==> config.mk <==
export PLATFORM = sky130hd
export DESIGN_NAME = ddrcap_input_block
export DESIGN_NICKNAME = d
export VERILOG_FILES = /design/src/hw/ddrcap_pkg.sv /design/src/hw/ddrcap_sync.sv /design/src/hw/ddrcap_input_block.sv
export SDC_FILE = /design/constraint.sdc
export NUM_CORES = 1
export LEC_CHECK = 0
export ABC_AREA = 1
export BUFFER_PORTS_ARGS = -buffer_cell sky130_fd_sc_hd__buf_2
export CAP_MARGIN = 25
export CORE_MARGIN = 2
export CORE_UTILIZATION = 56
export DETAILED_ROUTE_END_ITERATION = 12
export PLACE_DENSITY = 0.84
export SYNTH_ARGS = -nofsm -noshare
export SYNTH_HDL_FRONTEND = slang
export SYNTH_HIERARCHICAL = 1
export SYNTH_SLANG_ARGS = --single-unit
==> constraint.sdc <==
create_clock -name clk -period 2.73 [get_ports clk]
set_input_delay 0.273 -clock clk [delete_from_list [all_inputs] [get_ports clk]]
set_output_delay 0.273 -clock clk [all_outputs]
set_load 0.01 [all_outputs]
==> src/hw/ddrcap_pkg.sv <==
// Package: constants, modes and carriers of the input capture block
`default_nettype none
package ddrcap_pkg;

  localparam int DDRCAP_AW = 8;
  localparam int DDRCAP_DW = 32;
  localparam int DDRCAP_DELAY_TAPS = 16;
  localparam int DDRCAP_CODE_W = 4;
  localparam int DDRCAP_SYNC_W = 5;

  localparam logic [DDRCAP_AW-1:0] DDRCAP_CFG_OFS = 8'h00;
  localparam logic [DDRCAP_AW-1:0] DDRCAP_STATUS_OFS = 8'h04;

  localparam int DDRCAP_CFG_W = 6;
  localparam logic [DDRCAP_CFG_W-1:0] DDRCAP_CFG_RESET = 6'h00;
  localparam int DDRCAP_STATUS_W = 10;

  // Sync vector bit positions
  localparam int DDRCAP_SI_STROBE = 0;
  localparam int DDRCAP_SI_EDGE_CLOCK = 1;
  localparam int DDRCAP_SI_PAD = 2;
  localparam int DDRCAP_SI_POL = 3;
  localparam int DDRCAP_SI_LAT = 4;

  typedef enum logic [1:0] {
    DDRCAP_SDR = 2'h0,
    DDRCAP_DDR_MEM = 2'h1,
    DDRCAP_DDR_GEN = 2'h2,
    DDRCAP_SPARE = 2'h3
  } ddrcap_mode_t;

  typedef struct packed {
    logic strobe_feed;
    logic gear_en;
    logic dyn_delay;
    logic delay_en;
    ddrcap_mode_t mode;
  } ddrcap_cfg_t;

  typedef struct packed {
    logic pos;
    logic neg;
  } ddrcap_pair_t;

  typedef struct packed {
    logic neg_a;
    logic pos_a;
    logic neg_b;
    logic pos_b;
  } ddrcap_gear_t;

endpackage
`default_nettype wire

==> src/hw/ddrcap_sync.sv <==
// Three-stage synchroniser with agreement filter and edge pulses
`default_nettype none
module ddrcap_sync #(
  parameter int W = 1
) (
  input wire logic clk,
  input wire logic rst_n,
  input wire logic [W-1:0] async_in,
  output logic [W-1:0] level_out,
  output logic [W-1:0] rise_out,
  output logic [W-1:0] fall_out
);

  genvar i;
  generate
    for (i = 0; i < W; i++) begin : g_bit
      logic s1_reg, s2_reg, s3_reg, lvl_reg, rise_reg, fall_reg;
      logic lvl_next, rise_next, fall_next;

      // Change accepted only when stages two and three agree
      always_comb begin
        lvl_next = lvl_reg;
        if (s2_reg == s3_reg) begin
          lvl_next = s3_reg;
        end
        rise_next = lvl_next & ~lvl_reg;
        fall_next = ~lvl_next & lvl_reg;
      end

      always_ff @(posedge clk) begin
        if (!rst_n) begin
          s1_reg <= 1'b0;
          s2_reg <= 1'b0;
          s3_reg <= 1'b0;
          lvl_reg <= 1'b0;
          rise_reg <= 1'b0;
          fall_reg <= 1'b0;
        end else begin
          s1_reg <= async_in[i];
          s2_reg <= s1_reg;
          s3_reg <= s2_reg;
          lvl_reg <= lvl_next;
          rise_reg <= rise_next;
          fall_reg <= fall_next;
        end
      end

      assign level_out[i] = lvl_reg;
      assign rise_out[i] = rise_reg;
      assign fall_out[i] = fall_reg;
    end
  endgenerate

endmodule
`default_nettype wire

==> src/hw/ddrcap_input_block.sv <==
// Per-pin input capture block: bypass, delay, SDR, DDR and gearbox paths
`default_nettype none
module ddrcap_input_block
  import ddrcap_pkg::*;
#(
  parameter int DELAY_TAPS = DDRCAP_DELAY_TAPS,
  parameter int FIXED_DELAY_TAP = 8,
  parameter bit GEARBOX_SIDE = 1'b1
) (
  input wire logic clk,
  input wire logic rst_n,
  input wire logic pad_input_data,
  input wire logic read_strobe_edge_clock,
  input wire logic edge_clock,
  input wire logic sync_clock_polarity,
  input wire logic sync_transfer_latch,
  input wire logic [DDRCAP_CODE_W-1:0] dynamic_delay_code,
  input wire logic [DDRCAP_AW-1:0] reg_addr,
  input wire logic [DDRCAP_DW-1:0] reg_wdata,
  input wire logic reg_wr,
  input wire logic reg_rd,
  output logic bypass_comb_input,
  output logic bypass_clock_input,
  output logic strobe_delay_feed,
  output logic sdr_data_out,
  output ddrcap_pair_t ddr_data_out,
  output logic gear_neg_stream_a,
  output logic gear_pos_stream_a,
  output logic gear_neg_stream_b,
  output logic gear_pos_stream_b,
  output logic [DDRCAP_DW-1:0] reg_rdata
);

  // Bypass around registers and delay
  assign bypass_comb_input = pad_input_data;
  assign bypass_clock_input = pad_input_data;

  // Synchronised pins and link clocks
  logic [DDRCAP_SYNC_W-1:0] sync_in, sync_lvl, sync_rise, sync_fall;

  // Strobe, polarity and latch are inputs, never generated here
  assign sync_in = {sync_transfer_latch, sync_clock_polarity, pad_input_data,
                    edge_clock, read_strobe_edge_clock};

  ddrcap_sync #(
    .W(DDRCAP_SYNC_W)
  ) u_sync (
    .clk(clk),
    .rst_n(rst_n),
    .async_in(sync_in),
    .level_out(sync_lvl),
    .rise_out(sync_rise),
    .fall_out(sync_fall)
  );

  logic pad_s, pol_s, lat_s, edge_clock_rise;
  assign pad_s = sync_lvl[DDRCAP_SI_PAD];
  // Polarity follows the read control each read cycle
  assign pol_s = sync_lvl[DDRCAP_SI_POL];
  assign lat_s = sync_lvl[DDRCAP_SI_LAT];
  assign edge_clock_rise = sync_rise[DDRCAP_SI_EDGE_CLOCK];

  // Configuration register
  ddrcap_cfg_t cfg_reg, cfg_next;
  logic [DDRCAP_DW-1:0] rdata_reg, rdata_next;
  logic [DDRCAP_STATUS_W-1:0] status_w;

  assign strobe_delay_feed = cfg_reg.strobe_feed & pad_input_data;

  // Delay line
  logic [DELAY_TAPS-1:0] dly_reg, dly_next;
  logic din;

  always_comb begin
    dly_next = {dly_reg[DELAY_TAPS-2:0], pad_s};
    din = pad_s;
    if (cfg_reg.delay_en) begin
      if (cfg_reg.dyn_delay) begin
        din = dly_reg[dynamic_delay_code];
      end else begin
        din = dly_reg[FIXED_DELAY_TAP];
      end
    end
  end

  always_ff @(posedge clk) begin
    if (!rst_n) begin
      dly_reg <= '0;
    end else begin
      dly_reg <= dly_next;
    end
  end

  // Capture registers
  logic sdr_reg, sdr_next;
  ddrcap_pair_t cap_reg, cap_next;
  logic cap_rise, cap_fall;

  always_comb begin
    cap_rise = 1'b0;
    cap_fall = 1'b0;
    unique case (cfg_reg.mode)
      DDRCAP_DDR_MEM: begin
        cap_rise = sync_rise[DDRCAP_SI_STROBE];
        cap_fall = sync_fall[DDRCAP_SI_STROBE];
      end
      DDRCAP_DDR_GEN: begin
        cap_rise = sync_rise[DDRCAP_SI_EDGE_CLOCK];
        cap_fall = sync_fall[DDRCAP_SI_EDGE_CLOCK];
      end
      default: begin
        cap_rise = 1'b0;
        cap_fall = 1'b0;
      end
    endcase
  end

  always_comb begin
    sdr_next = sdr_reg;
    cap_next = cap_reg;
    if (cfg_reg.mode == DDRCAP_SDR) begin
      sdr_next = din;
    end
    if (cap_rise) begin
      cap_next.pos = din;
    end
    if (cap_fall) begin
      cap_next.neg = din;
    end
  end

  always_ff @(posedge clk) begin
    if (!rst_n) begin
      sdr_reg <= 1'b0;
      cap_reg <= '0;
    end else begin
      sdr_reg <= sdr_next;
      cap_reg <= cap_next;
    end
  end

  assign sdr_data_out = sdr_reg;

  // Gearbox edge-clock stage
  logic gear_act;
  logic phase_reg, phase_next;
  ddrcap_pair_t ga_reg, ga_next, gb_reg, gb_next;

  assign gear_act = GEARBOX_SIDE & cfg_reg.gear_en &
                    (cfg_reg.mode != DDRCAP_SDR);

  always_comb begin
    phase_next = phase_reg;
    ga_next = ga_reg;
    gb_next = gb_reg;
    if (!gear_act) begin
      phase_next = 1'b0;
    end else if (edge_clock_rise) begin
      phase_next = ~phase_reg;
      // First pair then second pair, on edge clock
      if (!phase_reg) begin
        ga_next = cap_reg;
      end else begin
        gb_next = cap_reg;
      end
    end
  end

  always_ff @(posedge clk) begin
    if (!rst_n) begin
      phase_reg <= 1'b0;
      ga_reg <= '0;
      gb_reg <= '0;
    end else begin
      phase_reg <= phase_next;
      ga_reg <= ga_next;
      gb_reg <= gb_next;
    end
  end

  // System clock synchronisation under polarity select
  ddrcap_pair_t se_reg, se_next, sl_reg, sl_next, ssel;
  ddrcap_gear_t ge_reg, ge_next, gl_reg, gl_next, gsel;

  always_comb begin
    se_next = cap_reg;
    sl_next = se_reg;
    ge_next = '{neg_a: ga_reg.neg, pos_a: ga_reg.pos,
                neg_b: gb_reg.neg, pos_b: gb_reg.pos};
    gl_next = ge_reg;
    // Late edge adds one system clock cycle of delay
    ssel = pol_s ? sl_reg : se_reg;
    gsel = pol_s ? gl_reg : ge_reg;
  end

  always_ff @(posedge clk) begin
    if (!rst_n) begin
      se_reg <= '0;
      sl_reg <= '0;
      ge_reg <= '0;
      gl_reg <= '0;
    end else begin
      se_reg <= se_next;
      sl_reg <= sl_next;
      ge_reg <= ge_next;
      gl_reg <= gl_next;
    end
  end

  // Transfer and gearbox output registers
  ddrcap_pair_t xfer_reg, xfer_next;
  ddrcap_gear_t gout_reg, gout_next;

  always_comb begin
    xfer_next = xfer_reg;
    gout_next = gout_reg;
    if (lat_s) begin
      xfer_next = ssel;
      if (gear_act) begin
        gout_next = gsel;
      end
    end
  end

  always_ff @(posedge clk) begin
    if (!rst_n) begin
      xfer_reg <= '0;
      gout_reg <= '0;
    end else begin
      xfer_reg <= xfer_next;
      gout_reg <= gout_next;
    end
  end

  assign ddr_data_out = xfer_reg;
  assign gear_neg_stream_a = gout_reg.neg_a;
  assign gear_pos_stream_a = gout_reg.pos_a;
  assign gear_neg_stream_b = gout_reg.neg_b;
  assign gear_pos_stream_b = gout_reg.pos_b;

  // Register port
  assign status_w = {gear_act, phase_reg, pol_s, lat_s, gout_reg, xfer_reg};

  always_comb begin
    cfg_next = cfg_reg;
    rdata_next = '0;
    if (reg_wr && reg_addr == DDRCAP_CFG_OFS) begin
      cfg_next = ddrcap_cfg_t'(reg_wdata[DDRCAP_CFG_W-1:0]);
    end
    if (reg_rd) begin
      unique case (reg_addr)
        DDRCAP_CFG_OFS: begin
          rdata_next = {{(DDRCAP_DW-DDRCAP_CFG_W){1'b0}}, cfg_reg};
        end
        DDRCAP_STATUS_OFS: begin
          rdata_next = {{(DDRCAP_DW-DDRCAP_STATUS_W){1'b0}}, status_w};
        end
        default: begin
          rdata_next = '0;
        end
      endcase
    end
  end

  always_ff @(posedge clk) begin
    if (!rst_n) begin
      cfg_reg <= ddrcap_cfg_t'(DDRCAP_CFG_RESET);
      rdata_reg <= '0;
    end else begin
      cfg_reg <= cfg_next;
      rdata_reg <= rdata_next;
    end
  end

  assign reg_rdata = rdata_reg;

endmodule
`default_nettype wire

==> summary.md <==
| Metric | Value |
|---|---|
| CP delay by family, top | simple AND/OR/NAND/NOR gates |
| Capturing element type of the critical path | flip-flop |
| Total via count in the routed design | 2454 |
| Core Footprint | 5570 sq um |
| TritonCTS clock tree | yes |
| Initial standard-cell utilization of the core | 0.585 |
| Total of warnings raised by yosys | 6 |
| Required time of the worst setup path | 2960 ps |
| Global-route congestion overflow total | 0 |
| Antenna violations before repair | 0 |
| Std-Cell Rows | 27 |
| Root buf cell | sky130_fd_sc_hd__clkbuf_8 |
| Number of global-route vias before repair | 2123 |
| Worst hold-check path type | in -> reg |
| Met2 global-route usage | 0.315 |
| CTS clk-pin slew, worst paths | 80 ps |
| Post-route fraction of the period consumed by the critical path | 0.599 |
| Logic pwr share | 0.040 |
| Number of input and output port buffers inserted | 46 |
| RR Endpoint | gear_neg_stream_b$_SDFFE_PN0P_ |
| Endpoint of the worst hold path | u_sync/g_bit[3].s1_reg$_SDFF_PN0_ |
| Final critical-path required period | 1630 ps |
| Unrepaired setup endpoints after global routing | false |
| Total half-perimeter wirelength after legalization and detailed placement | 3820 microns |
| Final net count | 502 |
| DRC | 0 |
| Number of clock buffers inserted by TritonCTS | 9 |
| Worst reg-to-reg setup slack | 1100 ps |
| Outcome | completed |
| Clk pwr share | 0.439 |
| Number of buffers added to fix hold violations after cts | 0 |
| Post-Layout Inst Area | 3620 sq um |
| Global-route usage over all layers | 0.184 |
| Total negative setup slack | 0 ps |
| Post-synthesis instance total | 407 |
| Cell Int Power | 1.84 mW |
| Average instance area after synthesis | 8.02 sq um |
| Die extent in y | 80.3 microns |
| Post-synth design cell area | 3260 sq um |
| Share of the core filled with cells in the final layout | 0.649 |
| Total net switching power | 0.483 mW |
| Count of routing violations after the opening detailed-route iteration | 144 |
| Flip-flop count of the largest register, all copies and words added | 16 |
| Resized cells post-CTS | 0 |
| Number of clock sinks | 82 |
| # IOs | 95 |
| GR Layer Usage met3 | 0.0371 |
| Routed wire length per instance | 10.7 microns |
| Reg power frac | 0.520 |
| Maximum clock frequency | 0.612 GHz |
| Worst reg2reg startpoint | cfg_reg[0]$_SDFFE_PN0P_ |
| Maximum buffer depth of the clock tree | 2 |
| Synthesis-to-layout area growth | 10.8% |
| Peak supply drop | 0.386 mV |
| R2R depth | 6 |
| Total placed instance area | 3380 sq um |
| Leakage | 1.91 nW |
| Final number of hold-violating endpoints | 0 |
| Slowest cell on the critical path | sky130_fd_sc_hd__dfxtp_1 |
| Max Fanout on Critical Path | 8 |
| Gr busiest metal | met2 |
| First-pass GRT wire length | 9070 microns |
| Wirelength, routed | 5580 microns |
| Worst skew pair latency | 340 ps |
| Max incr delay on CP | 340 ps |
| Buffers & Inverters on Critical Path | 1 |
| Critical path class | reg -> reg |
| # fillers | 445 |
| Worst clock skew on the final layout | 7.79 ps |
| Max cap viols | 0 |
| Antenna cell count | 0 |
| Startpoint class of the critical path | flip-flop |
| Arrival time at the worst endpoint | 1860 ps |
| Max Slew Vio Count | 0 |
| Final setup violation count | 0 |
| Post CTS Setup Buffer Count | 0 |
| Detail Route Antenna Nets | 0 |
| GP Congestion | 0.791 |
| Source of the critical timing path | cfg_reg[0]$_SDFFE_PN0P_ |
| Worst hold start | sync_clock_polarity |
| DIE WIDTH | 80.3 microns |
| Met1 capacity usage during global routing | 0.215 |
| Maximum number of pins on one net before global-route repair | 52 |
| Detailed-route vias per instance | 4.70 |
| Switching part of the total power | 0.208 |
| Number of iterations in the first detailed-routing pass | 4 |
| Power density relative to cell area | 643 nW/um^2 |
| Layout cells sized above 1 | 0.182 |
| Count of H-tree levels built during CTS | 3 |
| Area enclosed by the die boundary | 6450 sq um |
| WHS Path Cells | 3 |
| Cells traversed along the worst timing path | inv_1, ha_1, nor2_1, nand2_1, o21ai_0, a21oi_1 |
worst max-delay path by stage:
stage	slack, ps	endpoint	cells past startpoint
floorplan	1470	gear_neg_stream_a$_SDFFE_PN0P_	6
global placement	1240	gear_pos_stream_a$_SDFFE_PN0P_	6
detailed placement	1190	gear_pos_stream_a$_SDFFE_PN0P_	6
CTS	1090	gear_neg_stream_b$_SDFFE_PN0P_	6
global route	990	gear_neg_stream_b$_SDFFE_PN0P_	6
finish	1100	gear_neg_stream_b$_SDFFE_PN0P_	6
routing by layer:
metal | share of wire | vias to the layer above
met5 | 0 | -
li1 | - | 1260
met3 | 0.059 | 11
met4 | 0.019 | 0
met1 | 0.43 | 1117
met2 | 0.49 | 66
layout by cell type, fill, tap and decap left out, drive strengths merged:
master and count:
o21ai 21, dfxtp 82, a21oi 16, nor2 23
nand4 2, o32ai 6, clkbuf 9, clkinvlp 1
ha 3, buf 47, clkinv 1, nand3b 5
a211oi 1, conb 22, o211ai 2, nand2 95
inv 88, a22o 1, o21a 4, bufinv 3
nor3 1, nand3 17
layout make-up:
class | instances | area (sq um) | area share
well taps | 72 | 90.1 | 0.0249
inverters | 87 | 329 | 0.0910
clock buffers | 9 | 124 | 0.0343
clock inverters | 6 | 115 | 0.0318
multi-input cells | 219 | 1080 | 0.298
flip-flops and latches | 82 | 1640 | 0.454
repair buffers | 47 | 238 | 0.0657
stage by stage:
step                      power, mW  setup WS, ps  instances  hold WS, ps
after floorplan                1.33          1470        428          371
after global placement         1.33          1240        507          394
after detailed placement       1.33          1190        507          401
after CTS                      2.35          1090        522         89.9
after global routing           2.41           987        522          120
final                          2.32          1100        522          105
worst register-to-register path: stages, from the launching register on:
cell,delay (ps)
sky130_fd_sc_hd__dfxtp_1,340
sky130_fd_sc_hd__inv_1,100
sky130_fd_sc_hd__ha_1,240
sky130_fd_sc_hd__nor2_1,280
sky130_fd_sc_hd__nand2_1,220
sky130_fd_sc_hd__o21ai_0,260
sky130_fd_sc_hd__a21oi_1,80
power groups by stage:
stage	Clock [mW]	Sequential (mW)	Combinational, mW
final	1.02	1.21	0.0935
after global routing	1.10	1.21	0.105
after CTS	1.05	1.21	0.0931
after detailed placement	0	1.24	0.0919
after global placement	0	1.24	0.0902
after floorplan	0	1.24	0.0896
Power figures use the tool's default switching activity.
